**config.mk**
```make
export PLATFORM = sky130hd
export DESIGN_NAME = fprc_top
export DESIGN_NICKNAME = d
export VERILOG_FILES = /design/src/fprc_top.v
export VERILOG_INCLUDE_DIRS = /design/src
export SDC_FILE = /design/constraint.sdc
export NUM_CORES = 1
export LEC_CHECK = 0
export BUFFER_PORTS_ARGS = -buffer_cell sky130_fd_sc_hd__clkbuf_2
export CAP_MARGIN = 20
export CORE_MARGIN = 1
export CORE_UTILIZATION = 60
export DETAILED_ROUTE_END_ITERATION = 10
export PLACE_DENSITY = 0.91
export SLEW_MARGIN = 20
export SYNTH_ARGS = -nofsm -noshare
export SYNTH_HDL_FRONTEND = slang
export SYNTH_SLANG_ARGS = --single-unit
```
**constraint.sdc**
```tcl
create_clock -name sys_clk -period 9.3 [get_ports sys_clk]
set_input_delay 0.465 -clock sys_clk [delete_from_list [all_inputs] [get_ports sys_clk]]
set_output_delay 0.465 -clock sys_clk [all_outputs]
set_load 0.01 [all_outputs]
```
**src/fprc_map.vh**
```
`ifndef FPRC_MAP_VH
`define FPRC_MAP_VH
// apb register offsets
`define FPRC_CTRL_OFF 8'h00
`define FPRC_STAT_OFF 8'h04
`define FPRC_FUSE_OFF 8'h08
`define FPRC_TRIM_OFF 8'h0C
// control fields
`define FPRC_CTRL_EN_BIT 0
`define FPRC_CTRL_ABORT_BIT 1
`define FPRC_CTRL_RST 2'h1
// key first-group high pulse counts
`define FPRC_HK_TRIAL 2'h1
`define FPRC_HK_BLOW 2'h2
`define FPRC_HK_READ 2'h3
// trial register selects (mid pulse count minus one)
`define FPRC_TR_POS_UP 3'h0
`define FPRC_TR_POS_DN 3'h1
`define FPRC_TR_NEG_UP 3'h2
`define FPRC_TR_NEG_DN 3'h3
`define FPRC_TR_CHECK 3'h4
// blow / read register selects
`define FPRC_BR_MAG 3'h0
`define FPRC_BR_SIGN 3'h1
`define FPRC_BR_OUTLK 3'h2
// fuse image layout
`define FPRC_FUSE_W 14
`define FPRC_MAG_LSB 4'h0
`define FPRC_MAG_MSB 4'h7
`define FPRC_SIGN_BIT 4'h8
`define FPRC_OL_LSB 4'h9
`define FPRC_OL_MSB 4'hD
`define FPRC_OUT_SENSE_BIT 4'hB
`define FPRC_LOCK_BIT 4'hD
// check codes and trial code values
`define FPRC_CHK_LOW 8'h08
`define FPRC_CHK_HIGH 8'h09
`define FPRC_CODE_FIRST 8'h01
`define FPRC_MAG_MAX 8'hFF
`endif

```
**src/fprc_top.v**
```verilog
// Chosen here: the address map and the APB interface to the registers.
`include "fprc_map.vh"

module fprc_top (
   // clock and reset
   input wire sys_clk,
   input wire rst,
   // apb slave
   input wire psel,
   input wire penable,
   input wire pwrite,
   input wire [7:0] paddr,
   input wire [31:0] pwdata,
   output reg [31:0] prdata,
   output wire pready,
   output wire pslverr,
   // supply pin level comparators (asynchronous)
   input wire high_key_pulse_level,
   input wire mid_address_pulse_level,
   input wire power_good,
   // fuse array sense and margin comparators
   input wire [13:0] fuse_sense,
   input wire fuse_weak_blown,
   input wire fuse_weak_intact,
   // hall comparator
   input wire hall_trip,
   // fuse blow driver
   output reg blow_strobe,
   output reg [3:0] blow_index,
   // supply current step for marginal fuse
   output reg supply_current_step,
   // trial operate point to analog trim
   output reg trial_active,
   output reg [7:0] trial_magnitude,
   output reg trial_field_sign,
   // sensor output pin, open drain
   output wire sensor_output_pin_o,
   output reg sensor_output_pin_oe
);

   // ----------------------------------------
   // states and modes
   // ----------------------------------------
   localparam S_IDLE = 3'h0; // waiting for key
   localparam S_HKEY = 3'h1; // counting first high group
   localparam S_MKEY = 3'h2; // counting register select
   localparam S_ACT = 3'h3; // key accepted, addressing
   localparam S_DEAD = 3'h4; // key refused until power-off
   localparam M_NONE = 2'h0;
   localparam M_TRIAL = 2'h1;
   localparam M_BLOW = 2'h2;
   localparam M_READ = 2'h3;

   // ----------------------------------------
   // functions
   // ----------------------------------------
   // fuse image index of address within register
   function [3:0] fuse_idx;
      input [2:0] sel;
      input [2:0] a;
      begin
         case (sel)
            `FPRC_BR_SIGN: fuse_idx = `FPRC_SIGN_BIT;
            `FPRC_BR_OUTLK: fuse_idx = `FPRC_OL_LSB + {1'b0, a};
            default: fuse_idx = `FPRC_MAG_LSB + {1'b0, a};
         endcase
      end
   endfunction

   // highest address of a blow/read register
   function [2:0] top_addr;
      input [2:0] sel;
      begin
         case (sel)
            `FPRC_BR_SIGN: top_addr = 3'h0;
            `FPRC_BR_OUTLK: top_addr = 3'h4;
            default: top_addr = 3'h7;
         endcase
      end
   endfunction

   // ----------------------------------------
   // declarations
   // ----------------------------------------
   reg hi_s1_reg, hi_s2_reg, hi_d_reg; // high level sync
   reg mid_s1_reg, mid_s2_reg, mid_d_reg; // mid level sync
   reg pg_s1_reg, pg_s2_reg; // power good sync
   reg wb_s1_reg, wb_s2_reg; // weak blown sync
   reg wi_s1_reg, wi_s2_reg; // weak intact sync
   reg ht_s1_reg, ht_s2_reg; // hall sync
   reg [13:0] fs_s1_reg, fs_s2_reg; // fuse sense sync
   reg loaded_reg; // fuse image captured
   reg [13:0] fuse_reg; // fuse image
   reg [2:0] state_reg;
   reg [1:0] mode_reg;
   reg [2:0] sel_reg; // selected register
   reg [1:0] hcnt_reg; // high pulses in key
   reg [2:0] mcnt_reg; // mid pulses in key
   reg [7:0] code_reg; // trial code
   reg [2:0] addr_reg; // blow/read bit address
   reg [1:0] ctrl_reg; // software control
   reg refused_reg; // last key refused, sticky
   reg [7:0] blows_reg; // blow counter
   wire hfall, mfall, prog_en, locked, abort;
   wire [3:0] cur_idx;
   wire hall_out;

   // ----------------------------------------
   // input synchronisers
   // ----------------------------------------
   // all comparator outputs are asynchronous to sys_clk
   always @(posedge sys_clk or posedge rst) begin
      if (rst) begin
         hi_s1_reg <= 1'b0;
         hi_s2_reg <= 1'b0;
         hi_d_reg <= 1'b0;
         mid_s1_reg <= 1'b0;
         mid_s2_reg <= 1'b0;
         mid_d_reg <= 1'b0;
         pg_s1_reg <= 1'b0;
         pg_s2_reg <= 1'b0;
         wb_s1_reg <= 1'b0;
         wb_s2_reg <= 1'b0;
         wi_s1_reg <= 1'b0;
         wi_s2_reg <= 1'b0;
         ht_s1_reg <= 1'b0;
         ht_s2_reg <= 1'b0;
         fs_s1_reg <= 14'h0000;
         fs_s2_reg <= 14'h0000;
      end else begin
         hi_s1_reg <= high_key_pulse_level;
         hi_s2_reg <= hi_s1_reg;
         hi_d_reg <= hi_s2_reg;
         mid_s1_reg <= mid_address_pulse_level;
         mid_s2_reg <= mid_s1_reg;
         mid_d_reg <= mid_s2_reg;
         pg_s1_reg <= power_good;
         pg_s2_reg <= pg_s1_reg;
         wb_s1_reg <= fuse_weak_blown;
         wb_s2_reg <= wb_s1_reg;
         wi_s1_reg <= fuse_weak_intact;
         wi_s2_reg <= wi_s1_reg;
         ht_s1_reg <= hall_trip;
         ht_s2_reg <= ht_s1_reg;
         fs_s1_reg <= fuse_sense;
         fs_s2_reg <= fs_s1_reg;
      end
   end

   // pulse ends: a high pulse passes the mid level, so a mid
   // pulse counts only when the high level was not reached
   assign hfall = hi_d_reg & ~hi_s2_reg;
   assign mfall = mid_d_reg & ~mid_s2_reg & ~hi_d_reg;
   assign prog_en = ctrl_reg[`FPRC_CTRL_EN_BIT];
   assign abort = ctrl_reg[`FPRC_CTRL_ABORT_BIT];
   assign locked = fuse_reg[`FPRC_LOCK_BIT];
   assign cur_idx = fuse_idx(sel_reg, addr_reg);

   // ----------------------------------------
   // fuse image
   // ----------------------------------------
   // captured once power is seen after reset; the sense sync has
   // filled by then, so reset zeros never land in the image
   always @(posedge sys_clk or posedge rst) begin
      if (rst) begin
         loaded_reg <= 1'b0;
         fuse_reg <= 14'h0000;
      end else if (!loaded_reg && pg_s2_reg) begin
         loaded_reg <= 1'b1;
         fuse_reg <= fs_s2_reg;
      end else if (blow_strobe) begin
         fuse_reg[blow_index] <= 1'b1;
      end
   end

   // ----------------------------------------
   // key decoder and address sequencer
   // ----------------------------------------
   always @(posedge sys_clk or posedge rst) begin
      if (rst) begin
         state_reg <= S_IDLE;
         mode_reg <= M_NONE;
         sel_reg <= 3'h0;
         hcnt_reg <= 2'h0;
         mcnt_reg <= 3'h0;
         code_reg <= 8'h00;
         addr_reg <= 3'h0;
         refused_reg <= 1'b0;
         blow_strobe <= 1'b0;
         blow_index <= 4'h0;
         blows_reg <= 8'h00;
      end else begin
         blow_strobe <= 1'b0;
         if (!pg_s2_reg || !prog_en || abort || !loaded_reg) begin
            // power removed ends any session
            state_reg <= S_IDLE;
            mode_reg <= M_NONE;
            hcnt_reg <= 2'h0;
            mcnt_reg <= 3'h0;
         end else begin
            case (state_reg)
               S_IDLE: begin
                  if (hfall) begin
                     hcnt_reg <= 2'h1;
                     mcnt_reg <= 3'h0;
                     state_reg <= S_HKEY;
                  end
               end
               S_HKEY: begin
                  if (hfall) begin
                     // more than three highs is no key
                     if (hcnt_reg == 2'h3)
                        state_reg <= S_DEAD;
                     else
                        hcnt_reg <= hcnt_reg + 2'h1;
                  end else if (mfall) begin
                     mcnt_reg <= 3'h1;
                     state_reg <= S_MKEY;
                  end
               end
               S_MKEY: begin
                  if (mfall) begin
                     if (mcnt_reg == 3'h5)
                        state_reg <= S_DEAD;
                     else
                        mcnt_reg <= mcnt_reg + 3'h1;
                  end else if (hfall) begin
                     // last high of the key has fallen
                     sel_reg <= mcnt_reg - 3'h1;
                     addr_reg <= 3'h0;
                     code_reg <= `FPRC_CODE_FIRST;
                     state_reg <= S_ACT;
                     refused_reg <= 1'b0;
                     case (hcnt_reg)
                        `FPRC_HK_TRIAL: begin
                           // check register stays open
                           if (mcnt_reg - 3'h1 > `FPRC_TR_CHECK
                               || (locked && mcnt_reg - 3'h1
                                   != `FPRC_TR_CHECK)) begin
                              state_reg <= S_DEAD;
                              refused_reg <= 1'b1;
                           end else
                              mode_reg <= M_TRIAL;
                        end
                        `FPRC_HK_BLOW: begin
                           if (locked
                               || mcnt_reg - 3'h1 > `FPRC_BR_OUTLK) begin
                              state_reg <= S_DEAD;
                              refused_reg <= 1'b1;
                           end else
                              mode_reg <= M_BLOW;
                        end
                        `FPRC_HK_READ: begin
                           // same selects as blow
                           if (locked
                               || mcnt_reg - 3'h1 > `FPRC_BR_OUTLK) begin
                              state_reg <= S_DEAD;
                              refused_reg <= 1'b1;
                           end else
                              mode_reg <= M_READ;
                        end
                        default: begin
                           state_reg <= S_DEAD;
                           refused_reg <= 1'b1;
                        end
                     endcase
                  end
               end
               S_ACT: begin
                  if (mfall) begin
                     if (mode_reg == M_TRIAL)
                        code_reg <= code_reg + 8'h01;
                     else if (addr_reg != top_addr(sel_reg))
                        addr_reg <= addr_reg + 3'h1;
                  end else if (hfall && mode_reg == M_BLOW
                               && !locked) begin
                     // one bit per blow pulse
                     blow_strobe <= 1'b1;
                     blow_index <= cur_idx;
                     blows_reg <= blows_reg + 8'h01;
                  end
                  // a high pulse in read mode never blows
               end
               S_DEAD: begin
                  mode_reg <= M_NONE; // wait for power-off
               end
               default: state_reg <= S_IDLE;
            endcase
         end
      end
   end

   // ----------------------------------------
   // trial operate point and fuse check
   // ----------------------------------------
   // trial values drive the trim only while the mode lasts,
   // fuses fall back in as soon as the session ends
   always @(posedge sys_clk or posedge rst) begin
      if (rst) begin
         trial_active <= 1'b0;
         trial_magnitude <= 8'h00;
         trial_field_sign <= 1'b0;
         supply_current_step <= 1'b0;
      end else begin
         trial_active <= 1'b0;
         supply_current_step <= 1'b0;
         trial_magnitude <= fuse_reg[`FPRC_MAG_MSB:`FPRC_MAG_LSB];
         trial_field_sign <= fuse_reg[`FPRC_SIGN_BIT];
         if (state_reg == S_ACT && mode_reg == M_TRIAL) begin
            case (sel_reg)
               `FPRC_TR_POS_UP, `FPRC_TR_NEG_UP: begin
                  trial_active <= 1'b1;
                  trial_magnitude <= code_reg;
                  trial_field_sign <= sel_reg[1];
               end
               `FPRC_TR_POS_DN, `FPRC_TR_NEG_DN: begin
                  trial_active <= 1'b1;
                  // inverted code
                  trial_magnitude <= `FPRC_MAG_MAX - code_reg;
                  trial_field_sign <= sel_reg[1];
               end
               default: begin
                  // check register, only reached in trial
                  if (code_reg == `FPRC_CHK_LOW)
                     supply_current_step <= wi_s2_reg;
                  else if (code_reg == `FPRC_CHK_HIGH)
                     supply_current_step <= wb_s2_reg;
               end
            endcase
         end
      end
   end

   // ----------------------------------------
   // sensor output pin
   // ----------------------------------------
   // normal output follows hall and polarity fuse
   assign hall_out = ht_s2_reg ^ fuse_reg[`FPRC_OUT_SENSE_BIT];
   assign sensor_output_pin_o = 1'b0;

   // open drain: enable means pull low
   always @(posedge sys_clk or posedge rst) begin
      if (rst) begin
         sensor_output_pin_oe <= 1'b0;
      end else if (state_reg == S_ACT && mode_reg == M_READ) begin
         // raw fuse, polarity ignored
         sensor_output_pin_oe <= ~fuse_reg[cur_idx];
      end else begin
         sensor_output_pin_oe <= ~hall_out;
      end
   end

   // ----------------------------------------
   // apb slave
   // ----------------------------------------
   // zero wait states; errors only for unmapped addresses
   assign pready = 1'b1;
   assign pslverr = psel && penable
                    && paddr != `FPRC_CTRL_OFF
                    && paddr != `FPRC_STAT_OFF
                    && paddr != `FPRC_FUSE_OFF
                    && paddr != `FPRC_TRIM_OFF;

   // control write, only control is writable
   always @(posedge sys_clk or posedge rst) begin
      if (rst) begin
         ctrl_reg <= `FPRC_CTRL_RST;
      end else if (psel && penable && pwrite
                   && paddr == `FPRC_CTRL_OFF) begin
         ctrl_reg <= pwdata[1:0];
      end
   end

   // read data registered in setup so it stands in access
   always @(posedge sys_clk or posedge rst) begin
      if (rst) begin
         prdata <= 32'h00000000;
      end else if (psel && !penable && !pwrite) begin
         case (paddr)
            `FPRC_CTRL_OFF: prdata <= {30'h0, ctrl_reg};
            `FPRC_STAT_OFF: prdata <= {4'h0, blows_reg,
                                       3'h0, locked,
                                       1'b0, addr_reg,
                                       refused_reg, sel_reg,
                                       1'b0, state_reg,
                                       2'h0, mode_reg};
            `FPRC_FUSE_OFF: prdata <= {18'h0, fuse_reg};
            `FPRC_TRIM_OFF: prdata <= {13'h0, supply_current_step,
                                       trial_active,
                                       trial_field_sign,
                                       trial_magnitude,
                                       code_reg};
            default: prdata <= 32'h00000000;
         endcase
      end
   end

endmodule

```
==> impl_metrics.ini, run 1 <==
[run_status]
status = finished, final reports clean

[synthesis]
post_synth_main_area_contributors = sky130_fd_sc_hd__dfrtp_1 53%, sky130_fd_sc_hd__o21ai_0 3.9%, sky130_fd_sc_hd__nand2_1 3.9%
synth-edff-count = 0
synthCells = 589
netlist.top_cell.by_area = sky130_fd_sc_hd__dfrtp_1
yosys_register_bits = 136
synth.top_cell.area_share_pct = 53.5
mappedNetlistArea_mm2 = 0.00632
synth_flop_cell = sky130_fd_sc_hd__dfrtp_1
yosys.cell_count.top_type = sky130_fd_sc_hd__dfrtp_1
synth.distinct_cells = 70
ys_seq_area_share_pct = 53.9
async_flop_share_pct = 100
post_synth_most_frequent_cells = 135 x sky130_fd_sc_hd__dfrtp_1, 65 x sky130_fd_sc_hd__nand2_1, 49 x sky130_fd_sc_hd__o21ai_0
synthesis.area_per_instance_um2 = 10.7
synthesis.yosys.warnings = 0

[sta]
post_route_clock_period_utilization_pct = 32.0
timing.final.setup_violations = 0
max_slew_margin_pct = 31.7
fmax_mhz = 336
setup_skew_after_layout_ps = 16.0
count_of_final_max_slew_check_failures = 0
shortest_period_the_worst_path_allows_ps = 2980
tns_ps = 0
tightest_slew_ps = 1020
grt_setup_unrepaired = no
final-hold-violation-count = 0

[final_layout]
net_total_in_the_final_layout = 734
area_growth_pct = 16.8
finalNonFillerCells = 806
final_layout_size_suffix_gt1_share_pct = 22.8
diodes = 0
max_flop_register = prdata
largest_reg_flops = 27

[power]
power.ir.vdd_worst_mv = 0.126
clock_power_share_pct = 50.8
power_per_cell_area_mw_per_mm2 = 195
power.share.combinational_pct = 5.0
power_switching_share_pct = 21.6
p_seq_share_pct = 44.2
leakage_nw = 3.40
intPower_mw = 1.13
power.switching_mw = 0.311

[detailed_routing]
total_vias_in_the_final_route = 4996
totalWireLength_mm = 14.8
routedWlPerCell_um = 18.4
drt_drc_violations_left = 0
avgViaCountPerCell = 6.20
dr.first_iter.drc_count = 521
postRouteAntennaNets = 0
drtPass1Iterations = 5

[die]
design.portCount = 117
floorplan.die_area_mm2 = 0.0109
placeableCoreArea_mm2 = 0.0103
die_w_um = 105
floorplan.initialDensity_pct = 61.5
die_height_um = 105
floorplan.rows = 37

[run]
timing.max_cap.violations = 0

[global_route]
global_route.overflow_total = 0
first_global_vias = 4846
track_usage_pct = 28.6
grt_antenna_before_repair = 0
grt_start_max_net_pins = 73
grt_pass1_wl_mm = 24.1

[cts]
tritoncts = yes
cts_hold_buffers = 0
cts.repair.resized = 0
cts-buffers-inserted = 17
worst_skew_pair.late_latency_ps = 530
cts_root_buffer = sky130_fd_sc_hd__clkbuf_8
numClockSinks = 136
cts.repair_timing.setup_buffer_count = 0
worst_setup_hold_path_clk_slew_ps = 60
clock_tree.buffer_depth = 2
clock_tree.htree_level_count = 4

[placement]
numPlacedInstances = 774
place.gp.congestion = 0.871
dp.final_hpwl_mm = 9.93
port-buffer-count = 79

[setup_path]
setup.worst_path.end_class = flop
worst_ep_required_time_ps = 9690
critical_path.max_fanout = 17
cp.buffers_inverters = 0
type_of_the_setup_path_with_the_least_slack = reg2reg
worst_path_dominant_cell_family = compound AO/OA/AOI/OAI gates
timing.critical_path.slowest_stage_cell = sky130_fd_sc_hd__dfrtp_1
worstSetupStartpointType = flop
critical_path.max_stage_delay_ps = 790
arrival_ps = 3360
crit_chain = ha_1 > nor2b_1 > a221oi_2 > mux2_2 > a2111oi_2 > o22ai_1

[hold_path]
worst_hold_path_type = in2reg
==> power by group through the flow <==
stage / Sequential, mW / Clock, mW / Combinational, mW
2_1_floorplan: 0.639 / 0 / 0.0458
3_3_place_gp: 0.643 / 0 / 0.0669
3_5_place_dp: 0.645 / 0 / 0.0700
4_1_cts: 0.636 / 0.739 / 0.0724
5_1_grt: 0.637 / 0.764 / 0.0797
6_report: 0.636 / 0.732 / 0.0722
==> cell families after synthesis <==
logic type,Yosys count,share of synthesized area [%]
buffers and inverters,54,4.08
other,2,0.119
AO/OA/AOI/OAI,152,16.1
adder cells (fa/ha/maj),12,2.38
multiplexers,32,5.74
XOR/XNOR,23,3.19
flip-flops,136,53.9
AND/OR/NAND/NOR,178,14.5
==> stage by stage <==
stage	power [mW]	util [%]	instance area (um2)	hold slack [ps]	setup WS, ps
finish	1.44	71.8	7380	40.7	6320
detailed placement	0.715	65.5	6730	335	6440
global placement	0.710	65.5	6730	333	6500
CTS	1.45	71.8	7380	30.3	6400
global route	1.48	71.8	7380	33.7	6160
floorplan	0.685	-	6340	331	5200
==> cell usage in the layout, fill, tap and decap left out, types with 3 or more instances in the layout <==
| master | n |
|---|---|
| sky130_fd_sc_hd__mux2_2 | 14 |
| sky130_fd_sc_hd__clkbuf_8 | 4 |
| sky130_fd_sc_hd__nor2b_1 | 9 |
| sky130_fd_sc_hd__a22o_1 | 13 |
| sky130_fd_sc_hd__a211oi_1 | 3 |
| sky130_fd_sc_hd__ha_1 | 12 |
| sky130_fd_sc_hd__o221ai_1 | 3 |
| sky130_fd_sc_hd__a22oi_1 | 9 |
| sky130_fd_sc_hd__o211a_1 | 3 |
| sky130_fd_sc_hd__nand3_1 | 13 |
| sky130_fd_sc_hd__nand4_1 | 6 |
| sky130_fd_sc_hd__and3_1 | 10 |
| sky130_fd_sc_hd__conb_1 | 7 |
| sky130_fd_sc_hd__buf_4 | 3 |
| sky130_fd_sc_hd__clkbuf_2 | 79 |
| sky130_fd_sc_hd__a2bb2oi_1 | 3 |
| sky130_fd_sc_hd__clkbuf_16 | 16 |
| sky130_fd_sc_hd__xnor2_1 | 15 |
| sky130_fd_sc_hd__dfrtp_1 | 135 |
| sky130_fd_sc_hd__nor3_1 | 3 |
| sky130_fd_sc_hd__a31oi_1 | 8 |
| sky130_fd_sc_hd__a21o_1 | 3 |
| sky130_fd_sc_hd__bufinv_16 | 5 |
| sky130_fd_sc_hd__nor3b_1 | 6 |
| sky130_fd_sc_hd__nand2_1 | 65 |
| sky130_fd_sc_hd__nand3b_1 | 4 |
| sky130_fd_sc_hd__nor2_1 | 37 |
| sky130_fd_sc_hd__a21oi_1 | 33 |
| sky130_fd_sc_hd__inv_1 | 13 |
| sky130_fd_sc_hd__mux2i_1 | 16 |
| sky130_fd_sc_hd__or2_2 | 3 |
| sky130_fd_sc_hd__o21ai_1 | 6 |
| sky130_fd_sc_hd__xor2_1 | 8 |
| sky130_fd_sc_hd__o21ai_0 | 49 |
| sky130_fd_sc_hd__nor3_2 | 4 |
==> layout make-up <==
cell class              instances  area (um2)
clock inverters                10         189
well taps                     136         170
fillers                       666        2890
clock buffers                  22         463
multi-input cells             404        2680
repair buffers                 82         418
inverters                      16        62.6
flip-flops and latches        136        3400
==> per-layer routing <==
layer	up-vias	GRT usage (%)	part of all wire (%)	wire length [um]
li1	2230	-	-	-
met2	258	46.9	50	7410
met1	2458	36.1	40	5970
met3	50	5.36	6.6	977
met4	0	15.2	3.3	484
met5	-	0	0	0
==> path summary, 6_finish.rpt <==
path / from / to / slack, ps / cells past startpoint
max: addr_reg[0] / sensor_output_pin_oe / 6320 / 6
min: high_key_pulse_level / hi_s1_reg / 40 / 1
max reg2reg: addr_reg[0] / sensor_output_pin_oe / 6320 / 6
min reg2reg: fs_s1_reg[9] / fs_s2_reg[9] / 350 / 0
max in group asynchronous: rst / wb_s2_reg / 7880 / 3
min in group asynchronous: rst / blows_reg[7] / 70 / 2
(Power assumes the default switching activity.)
==> run 2, diff against run 1 <==
Settings changed: CORE_UTILIZATION 60 to 50, PLACE_DENSITY 0.91 to 0.82.
Clock period 9.3 ns to 2.6 ns, I/O delays scaled along.
==> run 2 against run 1 <==
Net effect:
- critical path type unchanged
- global-route usage down 3.6 points
- cell count up 8.7%
- design area up 4.6%
==> impl_metrics.ini, run 2 (synthesis results as in run 1) <==
[sta]
shortest_period_the_worst_path_allows_ps = 2440
grt_setup_unrepaired = no
timing.final.setup_violations = 0
count_of_final_max_slew_check_failures = 0
fmax_mhz = 410
tightest_slew_ps = 742
setup_skew_after_layout_ps = 8.76
final-hold-violation-count = 0
tns_ps = 0
post_route_clock_period_utilization_pct = 93.9
max_slew_margin_pct = 50.5

[setup_path]
crit_chain = ha_1 > nor2b_1 > a221oi_2 > mux2_2 > a2111oi_2 > o22ai_1
worst_ep_required_time_ps = 2890
critical_path.max_stage_delay_ps = 470
timing.critical_path.slowest_stage_cell = sky130_fd_sc_hd__dfrtp_1
arrival_ps = 2730
timing.reg2reg.setup_slack_ps = 160
r2r-start = addr_reg[1]
r2r_end = sensor_output_pin_oe
critical_path.max_fanout = 7
worstSetupStartpointType = flop
setup.worst_path.end_class = flop
rr_worst_depth = 6
type_of_the_setup_path_with_the_least_slack = reg2reg

[detailed_routing]
postRouteAntennaNets = 0
routedWlPerCell_um = 17.4
drt_drc_violations_left = 0
dr.first_iter.drc_count = 411
total_vias_in_the_final_route = 5050
totalWireLength_mm = 15.2
avgViaCountPerCell = 5.76
drtPass1Iterations = 5

[cts]
clock_tree.buffer_depth = 2
cts.repair.resized = 0
cts-buffers-inserted = 17
cts_root_buffer = sky130_fd_sc_hd__clkbuf_16
clock_tree.htree_level_count = 4
cts.repair_timing.setup_buffer_count = 0
tritoncts = yes
worst_setup_hold_path_clk_slew_ps = 60
worst_skew_pair.late_latency_ps = 420
cts_hold_buffers = 23
numClockSinks = 136

[final_layout]
commonest_cells_after_routing_fill_and_taps_aside = 135 x sky130_fd_sc_hd__dfrtp_1, 79 x sky130_fd_sc_hd__clkbuf_2, 65 x sky130_fd_sc_hd__nand2_1
max_flop_register = prdata
most_common_cell_after_layout_fill_and_taps_aside = sky130_fd_sc_hd__dfrtp_1
final_layout_size_suffix_gt1_share_pct = 23.7
area_growth_pct = 22.2
largest_reg_flops = 27
diodes = 0
final_core_utilization_pct = 63.5
fillerInstances = 959
net_total_in_the_final_layout = 773

[power]
leakage_nw = 3.55
power_per_cell_area_mw_per_mm2 = 642
power.ir.vdd_worst_mv = 0.343

[hold_path]
timing.hold.worst_path_depth = 3
hold-path-endpoint = ctrl_reg[0]
worst_hold_path_type = in2reg
hold_start = pwrite

[die]
design.portCount = 117
floorplan.rows = 40
floorplan.die_area_mm2 = 0.0131
die_w_um = 114
die_height_um = 114
placeableCoreArea_mm2 = 0.0122
floorplan.initialDensity_pct = 52.0

[global_route]
grt_pass1_wl_mm = 24.5
first_global_vias = 4910
global_route.overflow_total = 0
track_usage_pct = 25.0
grt_antenna_before_repair = 0
grt_start_max_net_pins = 137

[run]
timing.max_cap.violations = 0

[placement]
dp.final_hpwl_mm = 10.2
port-buffer-count = 79
place.gp.congestion = 0.930

[run_status]
status = finished, final reports clean
==> run 2: how the worst max path moves through the flow <==
stage,startpoint,to,cells after the start
final,addr_reg[1],sensor_output_pin_oe,6
after global routing,addr_reg[1],sensor_output_pin_oe,6
after CTS,addr_reg[1],sensor_output_pin_oe,6
after detailed placement,addr_reg[1],sensor_output_pin_oe,6
after global placement,addr_reg[1],sensor_output_pin_oe,6
after floorplan,addr_reg[0],sensor_output_pin_oe,6
==> run 2: metrics by stage <==
stage | instances | hold slack, ps | total power [mW] | worst slack [ps] | area (um2)
4_1_cts | 876 | 153 | 4.99 | 167 | 7720
5_1_grt | 876 | 191 | 5.13 | 52.5 | 7720
2_1_floorplan | 594 | 161 | 2.45 | 328 | 6340
3_3_place_gp | 822 | 238 | 2.55 | 275 | 6910
6_report | 876 | 186 | 4.96 | 159 | 7720
3_5_place_dp | 822 | 240 | 2.56 | 194 | 6910
==> run 2: cell type report <==
type | instances | area (um2) | area share (%)
Inverter | 16 | 63.8 | 0.826
Multi-Input combinational cell | 404 | 2680 | 34.7
Clock inverter | 12 | 153 | 1.98
Tap cell | 168 | 210 | 2.72
Clock buffer | 19 | 433 | 5.61
Timing Repair Buffer | 121 | 781 | 10.1
Sequential cell | 136 | 3400 | 44.1
==> run 2: power breakdown <==
part	total, mW	switching, mW	internal [mW]	leakage, nW
clock	2.39	0.894	1.50	0.287
combinational	0.286	0.158	0.128	1.50
sequential	2.28	0.0797	2.20	1.76
total	4.96	1.13	3.83	3.55
==> run 2: metal layers <==
metal	share of wire [%]	vias to the layer above	GRT usage (%)
met2	48	228	39.2
met4	3.8	0	14.8
met3	7.2	42	7.20
li1	-	2297	-
met1	41	2483	30.8
met5	0	-	0
==> run 2: worst max-delay path, delay by kind of cell, from the launching register on <==
kind / cells / cell delay, ps
flops: 1 / 470
compound gates: 3 / 970
fa+ha+maj: 1 / 320
mux: 1 / 410
simple gates: 1 / 140
==> run 3, diff against run 2 <==
Settings changed: PLACE_DENSITY 0.82 to 0.76, TNS_END_PERCENT set to 10.
==> run 3 against run 2 <==
Net effect:
- flip-flop and latch count stayed put
- critical path depth is the same
- hold slack got worse by 110 ps
- sequential power is essentially flat
- sequential share of layout area down 0.27 points
- first-iteration DRC count grew 8.5%
- count of clock-buffer cells in the layout grew 1
- wire length is 3.9% lower
- power decreased by 0.50%
- setup slack better by 48 ps
- utilization rose by 0.39 points
- critical path type unchanged
- highest routed layer unchanged
- cell count grew 0.68%
==> impl_metrics.ini, run 3 (synthesis results as in run 1) <==
[run_status]
status = finished, final reports clean

[final_layout]
most_common_cell_after_layout_fill_and_taps_aside = sky130_fd_sc_hd__dfrtp_1
area_growth_pct = 22.9
net_total_in_the_final_layout = 778
largest_reg_flops = 27
final_layout_size_suffix_gt1_share_pct = 24.5
diodes = 0
finalNonFillerCells = 882
commonest_cells_after_routing_fill_and_taps_aside = 135 x sky130_fd_sc_hd__dfrtp_1, 79 x sky130_fd_sc_hd__clkbuf_2, 65 x sky130_fd_sc_hd__nand2_1
max_flop_register = prdata

[sta]
post_route_clock_period_utilization_pct = 92.0
timing.final.setup_violations = 0
tightest_slew_ps = 666
shortest_period_the_worst_path_allows_ps = 2390
fmax_mhz = 418
count_of_final_max_slew_check_failures = 0
max_slew_margin_pct = 55.5
tns_ps = 0
grt_setup_unrepaired = no
setup_skew_after_layout_ps = 9.90
final-hold-violation-count = 0

[detailed_routing]
drtPass1Iterations = 5
total_vias_in_the_final_route = 4890
postRouteAntennaNets = 0
routedWlPerCell_um = 16.6
totalWireLength_mm = 14.6
avgViaCountPerCell = 5.54
dr.first_iter.drc_count = 446
drt_drc_violations_left = 0

[placement]
numPlacedInstances = 827
place.gp.congestion = 0.850
dp.final_hpwl_mm = 10.1
port-buffer-count = 79

[setup_path]
crit_chain = ha_1 > nor2b_1 > a221oi_2 > mux2_2 > a2111oi_2 > o22ai_1
critPathLaunch = addr_reg[0]
type_of_the_setup_path_with_the_least_slack = reg2reg
r2r-start = addr_reg[0]
timing.critical_path.slowest_stage_cell = sky130_fd_sc_hd__a221oi_2
arrival_ps = 2690
worstSetupStartpointType = flop
setup.worst_path.end_class = flop
critical_path.max_stage_delay_ps = 470
worst_ep_required_time_ps = 2890
critical_path.max_fanout = 5

[cts]
numClockSinks = 136
clock_tree.buffer_depth = 2
worst_setup_hold_path_clk_slew_ps = 60
cts-buffers-inserted = 17
worst_skew_pair.late_latency_ps = 430
cts.repair.resized = 0
cts_hold_buffers = 23
cts_root_buffer = sky130_fd_sc_hd__clkbuf_16
cts.repair_timing.setup_buffer_count = 0
clock_tree.htree_level_count = 4
tritoncts = yes

[global_route]
global_route.overflow_total = 0
grt_antenna_before_repair = 0
track_usage_pct = 24.8
first_global_vias = 4867
grt_start_max_net_pins = 54
grt_pass1_wl_mm = 24.5

[hold_path]
hold_start = pwrite
worst_hold_path_type = in2reg

[power]
power.ir.vdd_worst_mv = 0.345
power_per_cell_area_mw_per_mm2 = 635
post-layout-total-power_mw = 4.93
leakage_nw = 3.58

[die]
die_height_um = 114
die_w_um = 114
floorplan.rows = 40
floorplan.die_area_mm2 = 0.0131
floorplan.initialDensity_pct = 52.0
placeableCoreArea_mm2 = 0.0122
design.portCount = 117

[run]
timing.max_cap.violations = 0
run 3: cell count changes in the layout (fill, tap and decap cells not counted), sizes merged:
cell      change
bufinv        -1
clkbuf        +1
clkinvlp      +1
clkinv        +1
inv           -1
buf           +5
run 3: worst max-delay path, delay by kind of cell (launching register included):
family,cells,cell delay (ps)
compound gates,3,990
fa+ha+maj,1,310
flops,1,380
mux,1,420
simple gates,1,150
run 3: final cells by class:
cell class / count / area, um2
sequential: 136 / 3400
inverter: 16 / 63.8
fill: 986 / 4390
clock inverter: 12 / 126
multi-input combinational: 404 / 2680
timing repair buffer: 126 / 831
tap: 168 / 210
clock buffer: 20 / 457
run 3: through the flow:
step           util, %  instance area [um2]  setup slack, ps  hold slack (ps)
4_1_cts           63.9                 7770              217             65.2
3_5_place_dp      57.2                 6960              250              240
2_1_floorplan        -                 6340              328              161
6_report          63.9                 7770              207             78.3
3_3_place_gp      57.2                 6960              335              238
5_1_grt           63.9                 7770             87.9             91.3
run 3: power by group:
group / switching, mW / internal [mW]
Clock: 0.913 / 1.45
Sequential: 0.0806 / 2.20
Combinational: 0.154 / 0.133
run 3: metal layers:
layer	track usage, %	vias to the layer above	part of all wire, %
met5	0	-	0
met4	13.5	0	3.1
met3	6.25	39	5.4
met2	38.8	164	47
met1	31.6	2380	45
li1	-	2307	-
run 3: path summary, 6_finish.rpt:
kind | slack (ps) | depth (start not counted) | end
setup / recovery | 210 | 6 | sensor_output_pin_oe
hold / removal | 80 | 3 | ctrl_reg[1]
setup reg to reg | 210 | 6 | sensor_output_pin_oe
hold reg to reg | 350 | 0 | fs_s2_reg[1]
max in group asynchronous | 1580 | 4 | fs_s1_reg[13]
min in group asynchronous | 350 | 3 | blows_reg[1]
